$ cat src/rtl/gpio_pad_pkg.sv
// Constants, register map and states of the GPIO pad buffer control block
package gpio_pad_pkg;
    // ==============================================================
    // Geometry
    localparam int NUM_PINS = 19;
    localparam int ADDR_W = 8;
    // ==============================================================
    // Register byte offsets
    localparam logic [7:0] OFS_DRIVE = 8'h00;
    localparam logic [7:0] OFS_DRAIN = 8'h04;
    localparam logic [7:0] OFS_PULL_PRI = 8'h08;
    localparam logic [7:0] OFS_PULL_SEC = 8'h0C;
    localparam logic [7:0] OFS_CTRL = 8'h10;
    localparam logic [7:0] OFS_OUT_EN = 8'h14;
    localparam logic [7:0] OFS_OUT_DATA = 8'h18;
    localparam logic [7:0] OFS_IN_DATA = 8'h1C;
    localparam logic [7:0] OFS_STATUS = 8'h20;
    // ==============================================================
    // Field positions
    localparam int CTRL_LOAD_BIT = 0;
    localparam int STAT_POR_BIT = 0;
    localparam int STAT_LOADED_BIT = 1;
    localparam int STAT_RESET_PIN_BIT = 2;
    localparam int STAT_SLEEP_BIT = 3;
    localparam int STAT_HIZ_BIT = 4;
    // ==============================================================
    // Reset values
    localparam logic [18:0] CFG_RST = 19'h0_0000;
    localparam logic [31:0] RDATA_RST = 32'h0000_0000;
    // ==============================================================
    // Timing
    localparam int CLK_PERIOD_NS = 20;
    localparam int RET_DLY_NS = 376;
    // Longest time: round down
    localparam int RET_DLY_CYC = RET_DLY_NS / CLK_PERIOD_NS;
    localparam logic [4:0] RET_DLY_CNT = 5'(RET_DLY_CYC);
    // ==============================================================
    // Device states
    typedef enum logic [1:0] {
        ST_POR_HOLD,
        ST_UNCONFIGURED,
        ST_ACTIVE,
        ST_RETAIN
    } dev_state_e;
endpackage

$ cat src/rtl/gpio_pad_buffer_control.sv
// GPIO pad buffer control: configuration registers, power-up sequencing, pads
//
// Behaviour
// Nineteen general pins, each independently an input or an output.
// Double-drive bit selects 2x drive, otherwise 1x drive.
// Drain-only bit makes the output drive low only; else push-pull.
// Primary pull-up bit enables the pull-up regardless of the secondary bit.
// Drive, type and pull-up settings are frozen once configuration is loaded.
// Output enable and data follow the core continuously after configuration; the code holds them at their last values while the sleep pin is low.
// While power-on reset is active every pin is high impedance.
// Pins take configured settings only after reset release and a load.
// Power-on reset releases only when both supplies are valid.
// Each pin's pull-up is selectable independently of all others.
// Sleep and power/reset pins are input only, never driven.
// Pin data and enables pass through the core I/O buffer ring.
// Power/reset pin falling puts outputs into hold or high-Z within 376 ns.
// Secondary pull-up set alone is reserved and enables no pull-up.
`timescale 1ns/1ns
`default_nettype none
module gpio_pad_buffer_control (
    input wire logic mclk,
    input wire logic rst_n,
    input wire logic psel,
    input wire logic penable,
    input wire logic pwrite,
    input wire logic [7:0] paddr,
    input wire logic [31:0] pwdata,
    output logic [31:0] prdata,
    output logic pready,
    output logic pslverr,
    input wire logic core_supply_ok,
    input wire logic io_supply_ok,
    input wire logic power_reset_pin,
    input wire logic sleep_control_pin,
    input wire logic [18:0] pad_in,
    output logic [18:0] pad_out,
    output logic [18:0] pad_oe,
    output logic [18:0] pad_strong,
    output logic [18:0] pad_pullup
);
    // ==============================================================
    // Pin synchronisers
    logic [3:0] ctl_raw;
    logic [3:0] ctl_sync;
    logic [18:0] pad_in_sync;
    logic supplies_ok;
    logic reset_pin_high;
    logic awake;

    // Sleep and power/reset only ever enter through this path
    assign ctl_raw = {sleep_control_pin, power_reset_pin, io_supply_ok, core_supply_ok};

    sync_two_ff #(.WIDTH(4)) ctl_sync_u (
        .mclk(mclk),
        .rst_n(rst_n),
        .async_in(ctl_raw),
        .sync_out(ctl_sync)
    );

    sync_two_ff #(.WIDTH(19)) pin_sync_u (
        .mclk(mclk),
        .rst_n(rst_n),
        .async_in(pad_in),
        .sync_out(pad_in_sync)
    );

    assign supplies_ok = ctl_sync[0] & ctl_sync[1];
    assign reset_pin_high = ctl_sync[2];
    assign awake = ctl_sync[3];

    // ==============================================================
    // APB decode
    logic access;
    logic wr_en;
    logic sel_drive;
    logic sel_drain;
    logic sel_pull_pri;
    logic sel_pull_sec;
    logic sel_ctrl;
    logic sel_out_en;
    logic sel_out_data;
    logic sel_in_data;
    logic sel_status;
    logic addr_hit;
    logic cfg_open;
    logic pready_ff;
    logic loaded_ff;
    logic wr_drive;
    logic wr_drain;
    logic wr_pull_pri;
    logic wr_pull_sec;
    logic wr_out_en;
    logic wr_out_data;

    assign access = psel & penable;
    assign wr_en = access & pwrite & pready_ff;
    assign sel_drive = (paddr == gpio_pad_pkg::OFS_DRIVE);
    assign sel_drain = (paddr == gpio_pad_pkg::OFS_DRAIN);
    assign sel_pull_pri = (paddr == gpio_pad_pkg::OFS_PULL_PRI);
    assign sel_pull_sec = (paddr == gpio_pad_pkg::OFS_PULL_SEC);
    assign sel_ctrl = (paddr == gpio_pad_pkg::OFS_CTRL);
    assign sel_out_en = (paddr == gpio_pad_pkg::OFS_OUT_EN);
    assign sel_out_data = (paddr == gpio_pad_pkg::OFS_OUT_DATA);
    assign sel_in_data = (paddr == gpio_pad_pkg::OFS_IN_DATA);
    assign sel_status = (paddr == gpio_pad_pkg::OFS_STATUS);
    assign addr_hit = sel_drive | sel_drain | sel_pull_pri | sel_pull_sec | sel_ctrl
        | sel_out_en | sel_out_data | sel_in_data | sel_status;
    // Static settings take writes only until the load is done
    assign cfg_open = ~loaded_ff;
    // Per-register write strobes; static settings also need the gate open
    assign wr_drive = wr_en & sel_drive & cfg_open;
    assign wr_drain = wr_en & sel_drain & cfg_open;
    assign wr_pull_pri = wr_en & sel_pull_pri & cfg_open;
    assign wr_pull_sec = wr_en & sel_pull_sec & cfg_open;
    assign wr_out_en = wr_en & sel_out_en;
    assign wr_out_data = wr_en & sel_out_data;

    // ==============================================================
    // Device sequencing
    gpio_pad_pkg::dev_state_e state_ff;
    gpio_pad_pkg::dev_state_e nxt_state;
    logic nxt_loaded;
    logic [4:0] off_cnt_inc;
    logic load_ok;
    logic cfg_lost;
    logic [4:0] off_cnt_ff;
    logic [4:0] nxt_off_cnt;
    logic load_req;
    logic device_off;

    assign load_req = wr_en & sel_ctrl & pwdata[gpio_pad_pkg::CTRL_LOAD_BIT];
    // Holding the reset pin low long enough drops the loaded configuration
    assign device_off = (off_cnt_ff == gpio_pad_pkg::RET_DLY_CNT);
    assign off_cnt_inc = 5'(off_cnt_ff + 5'h0_1);
    assign nxt_off_cnt = reset_pin_high ? 5'h0_0 : (device_off ? off_cnt_ff : off_cnt_inc);
    // A supply drop or a long reset-pin low forgets the configuration
    assign cfg_lost = !supplies_ok || device_off;
    assign load_ok = load_req && (state_ff == gpio_pad_pkg::ST_UNCONFIGURED);
    assign nxt_loaded = cfg_lost ? 1'b0 : (load_ok ? 1'b1 : loaded_ff);

    always_comb
    begin
        nxt_state = state_ff;
        case (state_ff)
            gpio_pad_pkg::ST_POR_HOLD:
            begin
                if (supplies_ok && reset_pin_high)
                begin
                    nxt_state = gpio_pad_pkg::ST_UNCONFIGURED;
                end
            end
            gpio_pad_pkg::ST_UNCONFIGURED:
            begin
                if (!supplies_ok || !reset_pin_high)
                begin
                    nxt_state = gpio_pad_pkg::ST_POR_HOLD;
                end
                else if (load_req)
                begin
                    nxt_state = gpio_pad_pkg::ST_ACTIVE;
                end
            end
            gpio_pad_pkg::ST_ACTIVE:
            begin
                if (!supplies_ok || !reset_pin_high)
                begin
                    nxt_state = gpio_pad_pkg::ST_POR_HOLD;
                end
                else if (!awake)
                begin
                    nxt_state = gpio_pad_pkg::ST_RETAIN;
                end
            end
            gpio_pad_pkg::ST_RETAIN:
            begin
                if (!supplies_ok || !reset_pin_high)
                begin
                    nxt_state = gpio_pad_pkg::ST_POR_HOLD;
                end
                else if (awake)
                begin
                    nxt_state = gpio_pad_pkg::ST_ACTIVE;
                end
            end
            default:
            begin
                nxt_state = gpio_pad_pkg::ST_POR_HOLD;
            end
        endcase
        // A configuration still loaded after a short reset-pin low returns to active without a new load
        if (nxt_state == gpio_pad_pkg::ST_POR_HOLD && device_off)
        begin
            nxt_state = gpio_pad_pkg::ST_POR_HOLD;
        end
        else if (nxt_state == gpio_pad_pkg::ST_UNCONFIGURED && loaded_ff)
        begin
            nxt_state = gpio_pad_pkg::ST_ACTIVE;
        end
    end

    always_ff @(posedge mclk or negedge rst_n)
    begin
        if (!rst_n)
        begin
            state_ff <= gpio_pad_pkg::ST_POR_HOLD;
            loaded_ff <= 1'b0;
            off_cnt_ff <= 5'h0_0;
        end
        else
        begin
            state_ff <= nxt_state;
            loaded_ff <= nxt_loaded;
            off_cnt_ff <= nxt_off_cnt;
        end
    end

    // ==============================================================
    // Configuration and dynamic registers
    logic [18:0] drive_ff;
    logic [18:0] drain_ff;
    logic [18:0] pull_pri_ff;
    logic [18:0] pull_sec_ff;
    logic [18:0] out_en_ff;
    logic [18:0] out_data_ff;

    always_ff @(posedge mclk or negedge rst_n)
    begin
        if (!rst_n)
        begin
            drive_ff <= gpio_pad_pkg::CFG_RST;
            drain_ff <= gpio_pad_pkg::CFG_RST;
            pull_pri_ff <= gpio_pad_pkg::CFG_RST;
            pull_sec_ff <= gpio_pad_pkg::CFG_RST;
            out_en_ff <= gpio_pad_pkg::CFG_RST;
            out_data_ff <= gpio_pad_pkg::CFG_RST;
        end
        else
        begin
            if (wr_drive)
            begin
                drive_ff <= pwdata[18:0];
            end
            if (wr_drain)
            begin
                drain_ff <= pwdata[18:0];
            end
            if (wr_pull_pri)
            begin
                pull_pri_ff <= pwdata[18:0];
            end
            if (wr_pull_sec)
            begin
                pull_sec_ff <= pwdata[18:0];
            end
            // Dynamic controls accept writes at any time
            if (wr_out_en)
            begin
                out_en_ff <= pwdata[18:0];
            end
            if (wr_out_data)
            begin
                out_data_ff <= pwdata[18:0];
            end
        end
    end

    // ==============================================================
    // Read path: one wait state so read data comes from a flip-flop
    logic pslverr_ff;
    logic [31:0] prdata_ff;
    logic [31:0] rd_mux;
    logic [31:0] status_word;
    logic force_hiz;

    assign status_word = {27'h000_0000,
        force_hiz, ~awake, reset_pin_high, loaded_ff, ~supplies_ok};

    assign rd_mux = sel_drive ? {13'h0000, drive_ff} :
        sel_drain ? {13'h0000, drain_ff} :
        sel_pull_pri ? {13'h0000, pull_pri_ff} :
        sel_pull_sec ? {13'h0000, pull_sec_ff} :
        sel_ctrl ? {31'h0000_0000, loaded_ff} :
        sel_out_en ? {13'h0000, out_en_ff} :
        sel_out_data ? {13'h0000, out_data_ff} :
        sel_in_data ? {13'h0000, pad_in_sync} :
        sel_status ? status_word :
        gpio_pad_pkg::RDATA_RST;

    always_ff @(posedge mclk or negedge rst_n)
    begin
        if (!rst_n)
        begin
            pready_ff <= 1'b0;
            pslverr_ff <= 1'b0;
            prdata_ff <= gpio_pad_pkg::RDATA_RST;
        end
        else
        begin
            pready_ff <= access & ~pready_ff;
            pslverr_ff <= access & ~pready_ff & ~addr_hit;
            prdata_ff <= (access && !pready_ff && !pwrite) ? rd_mux : gpio_pad_pkg::RDATA_RST;
        end
    end

    assign pready = pready_ff;
    assign pslverr = pslverr_ff;
    assign prdata = prdata_ff;

    // ==============================================================
    // Pad stages
    logic hold;

    // Any state but active or retention keeps every driver off
    assign force_hiz = (state_ff == gpio_pad_pkg::ST_POR_HOLD)
        || (state_ff == gpio_pad_pkg::ST_UNCONFIGURED) || !supplies_ok
        || !reset_pin_high;
    assign hold = (state_ff == gpio_pad_pkg::ST_RETAIN);

    genvar gi;
    generate
        for (gi = 0; gi < gpio_pad_pkg::NUM_PINS; gi++)
        begin : g_pad
            pad_output_stage pad_u (
                .mclk(mclk),
                .rst_n(rst_n),
                .force_hiz(force_hiz),
                .hold(hold),
                .double_drive_select(drive_ff[gi]),
                .drain_only_select(drain_ff[gi]),
                .primary_pullup_select(pull_pri_ff[gi]),
                .core_oe(out_en_ff[gi]),
                .core_data(out_data_ff[gi]),
                .pad_out(pad_out[gi]),
                .pad_oe(pad_oe[gi]),
                .pad_strong(pad_strong[gi]),
                .pad_pullup(pad_pullup[gi])
            );
        end
    endgenerate
endmodule
`default_nettype wire

$ cat src/rtl/sync_two_ff.sv
// Two flip-flop level synchroniser for pin inputs
`timescale 1ns/1ns
`default_nettype none
module sync_two_ff #(
    parameter int WIDTH = 1
) (
    input wire logic mclk,
    input wire logic rst_n,
    input wire logic [WIDTH-1:0] async_in,
    output logic [WIDTH-1:0] sync_out
);
    // ==============================================================
    // Stage one is read only by stage two
    logic [WIDTH-1:0] meta_ff;
    logic [WIDTH-1:0] sync_ff;

    always_ff @(posedge mclk or negedge rst_n)
    begin
        if (!rst_n)
        begin
            meta_ff <= '0;
            sync_ff <= '0;
        end
        else
        begin
            meta_ff <= async_in;
            sync_ff <= meta_ff;
        end
    end

    assign sync_out = sync_ff;
endmodule
`default_nettype wire

$ cat src/rtl/pad_output_stage.sv
// Registered output stage of one GPIO pad
`timescale 1ns/1ns
`default_nettype none
module pad_output_stage (
    input wire logic mclk,
    input wire logic rst_n,
    input wire logic force_hiz,
    input wire logic hold,
    input wire logic double_drive_select,
    input wire logic drain_only_select,
    input wire logic primary_pullup_select,
    input wire logic core_oe,
    input wire logic core_data,
    output logic pad_out,
    output logic pad_oe,
    output logic pad_strong,
    output logic pad_pullup
);
    // ==============================================================
    // Output stage decode
    logic nxt_out;
    logic nxt_oe;
    logic out_ff;
    logic oe_ff;
    logic strong_ff;
    logic pullup_ff;

    // Open drain drives only a low, push-pull drives the data
    assign nxt_out = drain_only_select ? 1'b0 : core_data;
    assign nxt_oe = drain_only_select ? (core_oe & ~core_data) : core_oe;

    always_ff @(posedge mclk or negedge rst_n)
    begin
        if (!rst_n)
        begin
            out_ff <= 1'b0;
            oe_ff <= 1'b0;
            strong_ff <= 1'b0;
            pullup_ff <= 1'b0;
        end
        else if (force_hiz)
        begin
            out_ff <= 1'b0;
            oe_ff <= 1'b0;
            strong_ff <= 1'b0;
            pullup_ff <= 1'b0;
        end
        else if (!hold)
        begin
            out_ff <= nxt_out;
            oe_ff <= nxt_oe;
            strong_ff <= double_drive_select;
            // Secondary pull-up alone is reserved and enables nothing
            pullup_ff <= primary_pullup_select;
        end
    end

    assign pad_out = out_ff;
    assign pad_oe = oe_ff;
    assign pad_strong = strong_ff;
    assign pad_pullup = pullup_ff;
endmodule
`default_nettype wire

$ cat config.mk
export PLATFORM = sky130hd
export DESIGN_NAME = gpio_pad_buffer_control
export DESIGN_NICKNAME = d
export VERILOG_FILES = /design/src/rtl/gpio_pad_pkg.sv /design/src/rtl/gpio_pad_buffer_control.sv /design/src/rtl/sync_two_ff.sv /design/src/rtl/pad_output_stage.sv
export SDC_FILE = /design/constraint.sdc
export NUM_CORES = 1
export LEC_CHECK = 0
export ABC_CLOCK_PERIOD_IN_PS = 6500
export BUFFER_PORTS_ARGS = -buffer_cell sky130_fd_sc_hd__buf_4
export CAP_MARGIN = 5
export CELL_PAD_IN_SITES_DETAIL_PLACEMENT = 1
export CELL_PAD_IN_SITES_GLOBAL_PLACEMENT = 1
export CORE_UTILIZATION = 41
export DETAILED_ROUTE_END_ITERATION = 7
export GPL_TIMING_DRIVEN = 0
export PLACE_DENSITY = 0.81
export REMOVE_ABC_BUFFERS = 1
export SETUP_SLACK_MARGIN = 0.05
export SYNTH_ARGS = -nofsm -noshare
export SYNTH_HDL_FRONTEND = slang
export SYNTH_HIERARCHICAL = 1
export SYNTH_SLANG_ARGS = --single-unit
$ cat constraint.sdc
create_clock -name mclk -period 6.5 [get_ports mclk]
set_clock_uncertainty 0.1 [all_clocks]
set_input_delay 0.325 -clock mclk [delete_from_list [all_inputs] [get_ports mclk]]
set_output_delay 0.325 -clock mclk [all_outputs]
set_load 0.01 [all_outputs]
# Yosys cells after proc, flatten, opt, wreduce, memory -nomap -nowiden
# Index checks and enable logic that the tools add are counted.
totals:
  out_inout_bits: 110
  word_cells: 410
  ff_bits: 265
  in_bits: 68
op_classes:
  n_reduce_logical: 19
  addsub: 1
  bitwise_logic: 69
  n_eq_ne: 15
  muxes: 214
op_table:
  columns: ["op", "n"]
  rows:
  - ["two-way mux 1 bit", 192]
  - ["two-way mux 19 bit", 9]
  - ["bitwise AND 1 bit", 37]
  - ["== test 8 x 5 -> 1 bit, second input constant", 4]
  - ["inverter 1 bit", 24]
  - ["two-way mux 2 bit", 9]
  - ["== test 8 x 4 -> 1 bit, second input constant", 2]
  - ["two-way mux 5 bit", 3]
  - ["== test 8 x 3 -> 1 bit, second input constant", 1]
  - ["== test 8 x 6 -> 1 bit, second input constant", 1]
  - ["zero test 8 bit", 1]
  - ["bitwise OR 1 bit", 8]
  - ["case mux 2 bit (4 select lines)", 1]
  - ["logical AND 1 bit", 6]
  - ["adder 5 x 1 -> 5 bit, second input constant", 1]
  - ["== test 5 bit, second input constant", 1]
  - ["logical OR 1 bit", 5]
  - ["== test 2 x 1 -> 1 bit, second input constant", 2]
  - ["== test 2 bit, second input constant", 2]
  - ["zero test 1 bit", 4]
  - ["zero test 2 bit", 2]
  - ["!= test 2 x 1 -> 1 bit, second input constant", 1]
  - ["!= test 2 bit, second input constant", 1]
  - ["nonzero test 2 bit", 1]

# Depth between registers and ports, before layout
logic_depth:
  depth_word: 14
  depth_mapped: 7
  mapped_depth_nobuf: 6

# Cells and area by module
# Netlist, hierarchy kept.
modules_own_cells:
  columns: ["mod", "cells_per_inst", "n_inst", "area_each_um2", "seq_area_each_um2"]
  rows:
  - ["gpio_pad_buffer_control", 562, 1, 7146.9, 3578.4]
  - ["pad_output_stage", 16, 19, 180.2, 100.1]
  - ["sync_two_ff (pin_sync_u)", 38, 1, 950.9, 950.9]
  - ["sync_two_ff (ctl_sync_u)", 8, 1, 200.2, 200.2]

# Least setup slack after synthesis
# OpenSTA, ideal clock, no wires.
synth_timing:
  path_type: "flip-flop to flip-flop"
  from: "register ctl_sync_u.sync_ff[2], in the netlist ctl_sync_u/sync_out[2]"
  to: "register prdata_ff[4], in the netlist prdata[4]"
  slack_ps: 3223
  stages_incl_launch_ff: 6
  period_less_slack_ps: 3277
  arrival_ps: 3049
  required_ps: 6272
  n_path_buf: 1
  setup_time_ps: 128
  path_cell_list: "dfrtp_1 > clkbuf_1 > nand4_1 > and3_1 > o221ai_1 > a21oi_1"
synth_between:
  elab_chain_cells: 12
synth_rtl:
  columns: ["item", "line_no", "text"]
  rows:
  - ["start, declared", "sync_two_ff.sv:15", "logic [WIDTH-1:0] sync_ff;"]
  - ["start signal, assigned", "sync_two_ff.sv:27", "sync_ff <= meta_ff;"]
  - ["zero test 1 bit", "gpio_pad_buffer_control.sv:316", "|| !reset_pin_high;"]
  - ["logical OR 1 bit", "gpio_pad_buffer_control.sv:316", null]
  - ["net force_hiz", "gpio_pad_buffer_control.sv:273", "logic force_hiz;"]
  - ["two-way mux 5 bit", "gpio_pad_buffer_control.sv:286", "sel_status ? status_word :"]
  - ["two-way mux 19 bit", "gpio_pad_buffer_control.sv:285", "sel_in_data ? {13'h0000, pad_in_sync} :"]
  - ["two-way mux 19 bit", "gpio_pad_buffer_control.sv:284", "sel_out_data ? {13'h0000, out_data_ff} :"]
  - ["two-way mux 19 bit", "gpio_pad_buffer_control.sv:283", "sel_out_en ? {13'h0000, out_en_ff} :"]
  - ["two-way mux 19 bit", "gpio_pad_buffer_control.sv:282", "sel_ctrl ? {31'h0000_0000, loaded_ff} :"]
  - ["two-way mux 19 bit", "gpio_pad_buffer_control.sv:281", "sel_pull_sec ? {13'h0000, pull_sec_ff} :"]
  - ["two-way mux 19 bit", "gpio_pad_buffer_control.sv:280", "sel_pull_pri ? {13'h0000, pull_pri_ff} :"]
  - ["two-way mux 19 bit", "gpio_pad_buffer_control.sv:279", "sel_drain ? {13'h0000, drain_ff} :"]
  - ["two-way mux 19 bit", "gpio_pad_buffer_control.sv:278", "assign rd_mux = sel_drive ? {13'h0000, drive_ff} :"]
  - ["two-way mux 19 bit", "gpio_pad_buffer_control.sv:301", "prdata_ff <= (access && !pready_ff && !pwrite) ? rd_mux : gpio_pad_pkg::RDATA_RST;"]
  - ["end signal, assigned", "gpio_pad_buffer_control.sv:295", "prdata_ff <= gpio_pad_pkg::RDATA_RST;"]
  - ["end signal, assigned", "gpio_pad_buffer_control.sv:301", null]
  - ["end, declared", "gpio_pad_buffer_control.sv:270", "logic [31:0] prdata_ff;"]
# The timed path passes the listed nets, and every way through them passes these cells.
# A chain may end at the register's enable or synchronous reset.

# Worst setup path in the final report
layout_timing:
  from: "input paddr[3]"
  to: "register pull_pri_ff[11]"
layout_between:
  elab_chain_cells: 3
layout_rtl:
  columns: ["item", "line_no", "text"]
  rows:
  - ["start, declared", "gpio_pad_buffer_control.sv:26", "input wire logic [7:0] paddr,"]
  - ["== test 8 x 4 -> 1 bit", "gpio_pad_buffer_control.sv:99", "assign sel_pull_pri = (paddr == gpio_pad_pkg::OFS_PULL_PRI);"]
  - ["bitwise AND 1 bit (2 in series)", "gpio_pad_buffer_control.sv:113", "assign wr_pull_pri = wr_en & sel_pull_pri & cfg_open;"]
  - ["end signal, assigned", "gpio_pad_buffer_control.sv:232", "pull_pri_ff <= gpio_pad_pkg::CFG_RST;"]
  - ["end signal, assigned", "gpio_pad_buffer_control.sv:249", "pull_pri_ff <= pwdata[18:0];"]
  - ["end, declared", "gpio_pad_buffer_control.sv:221", "logic [18:0] pull_pri_ff;"]
# Every way passes these cells.

==> results.txt <==
----------------------------------------------------
[Final layout]
  Most common cell after layout, fill and taps aside ... dfrtp_1
  Post-layout instance area ... 14,470 µm²
  Relative area change from synthesis to final layout ... 23.47%
  Share of final-layout standard cells stronger than drive strength 1 ... 33.69%
  Area of combinational cells with multiple inputs ... 4564 µm²
  Post-layout nets ... 1,163
  Antenna diode count ... 0
  Area of all sequential standard cells ... 6631 µm²
  Fillers ... 2,907
  Commonest cells after routing, fill and taps aside ... 265 x dfrtp_1, 150 x buf_4, 119 x mux2_2

[Floorplan]
  Num rows ... 61
  Height of the chip ... 171.1 µm
  Initial core utilization ... 41.96%
  Die area ... 29,270 µm²
  I/O pins ... 178
  Placeable Area ... 27,930 µm²
  DIE WIDTH ... 171.1 µm

[Setup path]
  Sequence of cells on the critical path ... buf_4, nand2b_1, or4_2, mux2_4
  Crit path buf inv count ... 1
  Worst endpoint required time ... 6.82 ns
  Slowest stage cell on the critical path ... or4_2
  Worst r2r dst ... pull_sec_ff[9]
  Worst setup path startpoint ... paddr[3]
  Family with the most delay on the worst path ... simple AND/OR/NAND/NOR gates
  End point of the critical path ... pull_pri_ff[11]
  Flop-to-flop setup slack ... 3.83 ns
  CP Launch Type ... input pin
  Path depth of the worst reg2reg path ... 4
  Crit path arrival time ... 3.92 ns
  Critical Path Max Stage Delay ... 1.39 ns
  Reg2reg start ... pready
  WS Path Type ... input pin to register
  Top fanout value on the critical path ... 65
  Capturing element type of the critical path ... register
  Total stage count of the critical path ... 4

[Routing]
  Starting DRC count in detailed routing ... 497
  Number of iterations in the first detailed-routing pass ... 5
  Remaining design rule violation count ... 0
  Detailed-route wire length ... 32,980 µm
  Via-to-Cell Ratio ... 5.463
  Total via count in the routed design ... 8,146
  ANT nets after route ... 0
  Final routed wire length divided by cell count ... 22.12 µm

[Timing]
  Endpoints failing hold ... 0
  Part of the cycle the worst path needs ... 55.36%
  Final setup TNS ... 0 ns
  Final Setup Violations ... 0
  RSZ-0062 raised after global routing ... false
  Maximum frequency from static timing analysis ... 0.2779 GHz
  Number of pins exceeding their max-slew limit in the final report ... 0
  Headroom to the max-slew limit ... 9.060%
  Worst Max-Slew Pin Slew ... 1.364 ns
  Minimum period implied by the final worst setup slack ... 3.598 ns

[Power and ir drop]
  Maximum vdd drop ... 0.0001560 V
  PD cells ... 242.9 nW/µm²
  Leakage component of the power ... 0.006772 µW

[GRT]
  Aggregate global routing overflow ... 0
  Number of global-route vias before repair ... 8,791
  First-pass GRT wire length ... 50,990 µm
  Pin count of the biggest net entering global routing ... 124
  Tot GR Track Use ... 22.86%
  Antenna violations before repair ... 0

[CTS]
  Clock tree from TritonCTS ... done
  Insertion delay of the later-clocked pin in the worst-skew pair ... 0.54 ns
  Cts repair resizes ... 0
  Root Buffer Master ... clkbuf_16
  Post-CTS setup-driven buffer insertion count ... 0
  Count of hold buffers inserted by post-cts repair ... 46
  TritonCTS Buffers ... 29
  Total number of clock tree sinks ... 265
  Level count of the clock H-tree ... 1
  Clock slew seen by the registers of the worst setup and hold paths ... 0.06 ns
  CTS max path bufs ... 3

[Logic synthesis]
  Warning count from the yosys run ... 6
  Top_reg_cell synth ... dfrtp_1
  Number of enable-type register cells in the synthesized netlist ... 0
  Number of synthesized register bits ... 265
  Number of distinct standard cells referenced by the synthesized netlist ... 54
  Count of mapped cells out of synthesis ... 912
  Mean cell area of the mapped netlist ... 12.85 µm²
  Sequential cell area fraction in the yosys report ... 56.58%
  Async set-or-reset flop fraction in the synthesized netlist ... 100.0%
  Mapped Area ... 11,720 µm²

[Flow run]
  Reported max-cap violation count ... 0

[Placement]
  Placed inst area ... 13,070 µm²
  # port buffers ... 151
  GP Congestion ... 0.7570
  Estimated wirelength of the detail-placed design ... 19,570 µm

[Hold path]
  Min-Delay Path Class ... input pin to register

[Outcome]
  Status ... completed

----------------------------------------------------
-- per-layer routing --
metal	track usage, %	routed length (µm)	up-vias
met2	39.68	16870	265
met1	28.23	13400	4199
met3	3.863	1724	82
li1	-	-	3600
met5	0	0	-
met4	9.045	990	0
-- report_power, final --
group | switching [µW] | leakage [µW] | internal, µW | total [µW]
Sequential | 12.4 | 0.00359 | 1670 | 1680
Combinational | 112 | 0.00271 | 73.8 | 186
Clock | 669 | 0.000470 | 979 | 1650
-- cell usage after synthesis (13+ instances only) --
| cell | count | area [µm²] |
|---|---|---|
| o22ai_1 | 14 | 87.58 |
| clkbuf_1 | 16 | 60.06 |
| mux2i_1 | 80 | 800.8 |
| a22oi_1 | 15 | 112.6 |
| nor3b_2 | 19 | 237.7 |
| nor2_1 | 65 | 244.0 |
| nand2_1 | 67 | 251.5 |
| dfrtp_1 | 265 | 6631 |
| nand3b_1 | 19 | 142.6 |
| buf_6 | 22 | 247.7 |
| buf_4 | 13 | 97.59 |
| a211oi_1 | 14 | 105.1 |
| a21oi_1 | 50 | 250.2 |
| o31ai_1 | 14 | 105.1 |
| mux2_2 | 119 | 1340 |
-- how the worst min path moves through the flow --
stage               slack (ns)                endpoint                  start  cells after the start
floorplan                -0.07   ctl_sync_u/meta_ff[0]                  rst_n                      0
global placement          0.23  ctl_sync_u/sync_out[2]  ctl_sync_u/meta_ff[2]                      0
detailed placement        0.08   g_pad[7].pad_u/pad_oe                  rst_n                      1
CTS                       0.06               prdata[2]                 pwrite                      4
global route              0.11   pin_sync_u/meta_ff[2]                  rst_n                      2
finish                    0.10               prdata[2]                 pwrite                      4
-- stage by stage --
| stage | util [%] | hold WS [ns] | setup slack (ns) | total power (µW) | std cells |
|---|---|---|---|---|---|
| final | 51.81 | 0.1015 | 2.902 | 3515 | 1491 |
| after global routing | 51.81 | 0.1096 | 2.910 | 3635 | 1491 |
| after CTS | 51.81 | 0.06098 | 2.969 | 3553 | 1491 |
| after detailed placement | 46.78 | 0.07922 | 2.418 | 1874 | 1394 |
| after global placement | 45.90 | 0.2336 | 0.9474 | 1863 | 1383 |
| after floorplan | - | -0.07059 | 2.766 | 1756 | 854 |
-- worst reg2reg max path, stage by stage, from the launching register on --
cell and delay (ns):
dfrtp_1 0.43, nand4_1 0.29, nor2_1 0.28, nand4_2 0.83, mux2_2 0.62
-- cells by family (layout without fill, tap and decap cells) --
| logic type | after synthesis | in the layout | synth area share, % |
|---|---|---|---|
| adder cells (fa/ha/maj) | 2 | 2 | 0.2135 |
| XOR/XNOR | 4 | 4 | 0.2989 |
| buffers and inverters | 77 | 266 | 4.921 |
| AO/OA/AOI/OAI | 135 | 135 | 7.376 |
| other | 1 | 13 | 0.03199 |
| flip-flops | 265 | 265 | 56.58 |
| multiplexers | 210 | 210 | 19.74 |
| AND/OR/NAND/NOR | 218 | 218 | 10.85 |
-- sequential cells by signal, summed over array words and instances (netlist names), 19 cells and up --
| register | flops |
|---|---|
| pull_sec_ff | 19 |
| out_data_ff | 19 |
| drive_ff | 19 |
| out_en_ff | 19 |
| pull_pri_ff | 19 |
| g_pad.pad_u/pad_pullup | 19 |
| g_pad.pad_u/pad_oe | 19 |
| pin_sync_u/sync_out | 19 |
| pin_sync_u/meta_ff | 19 |
| g_pad.pad_u/pad_strong | 19 |
| g_pad.pad_u/pad_out | 19 |
| prdata | 19 |
| drain_ff | 19 |
-- cell type report --
class,count,area share [%]
flip-flops and latches,265,45.82
multi-input cells,582,31.54
repair buffers,208,12.66
clock buffers,38,5.524
well taps,378,3.268
clock inverters,13,1.011
inverters,7,0.1816
(Power assumes the default switching activity.)
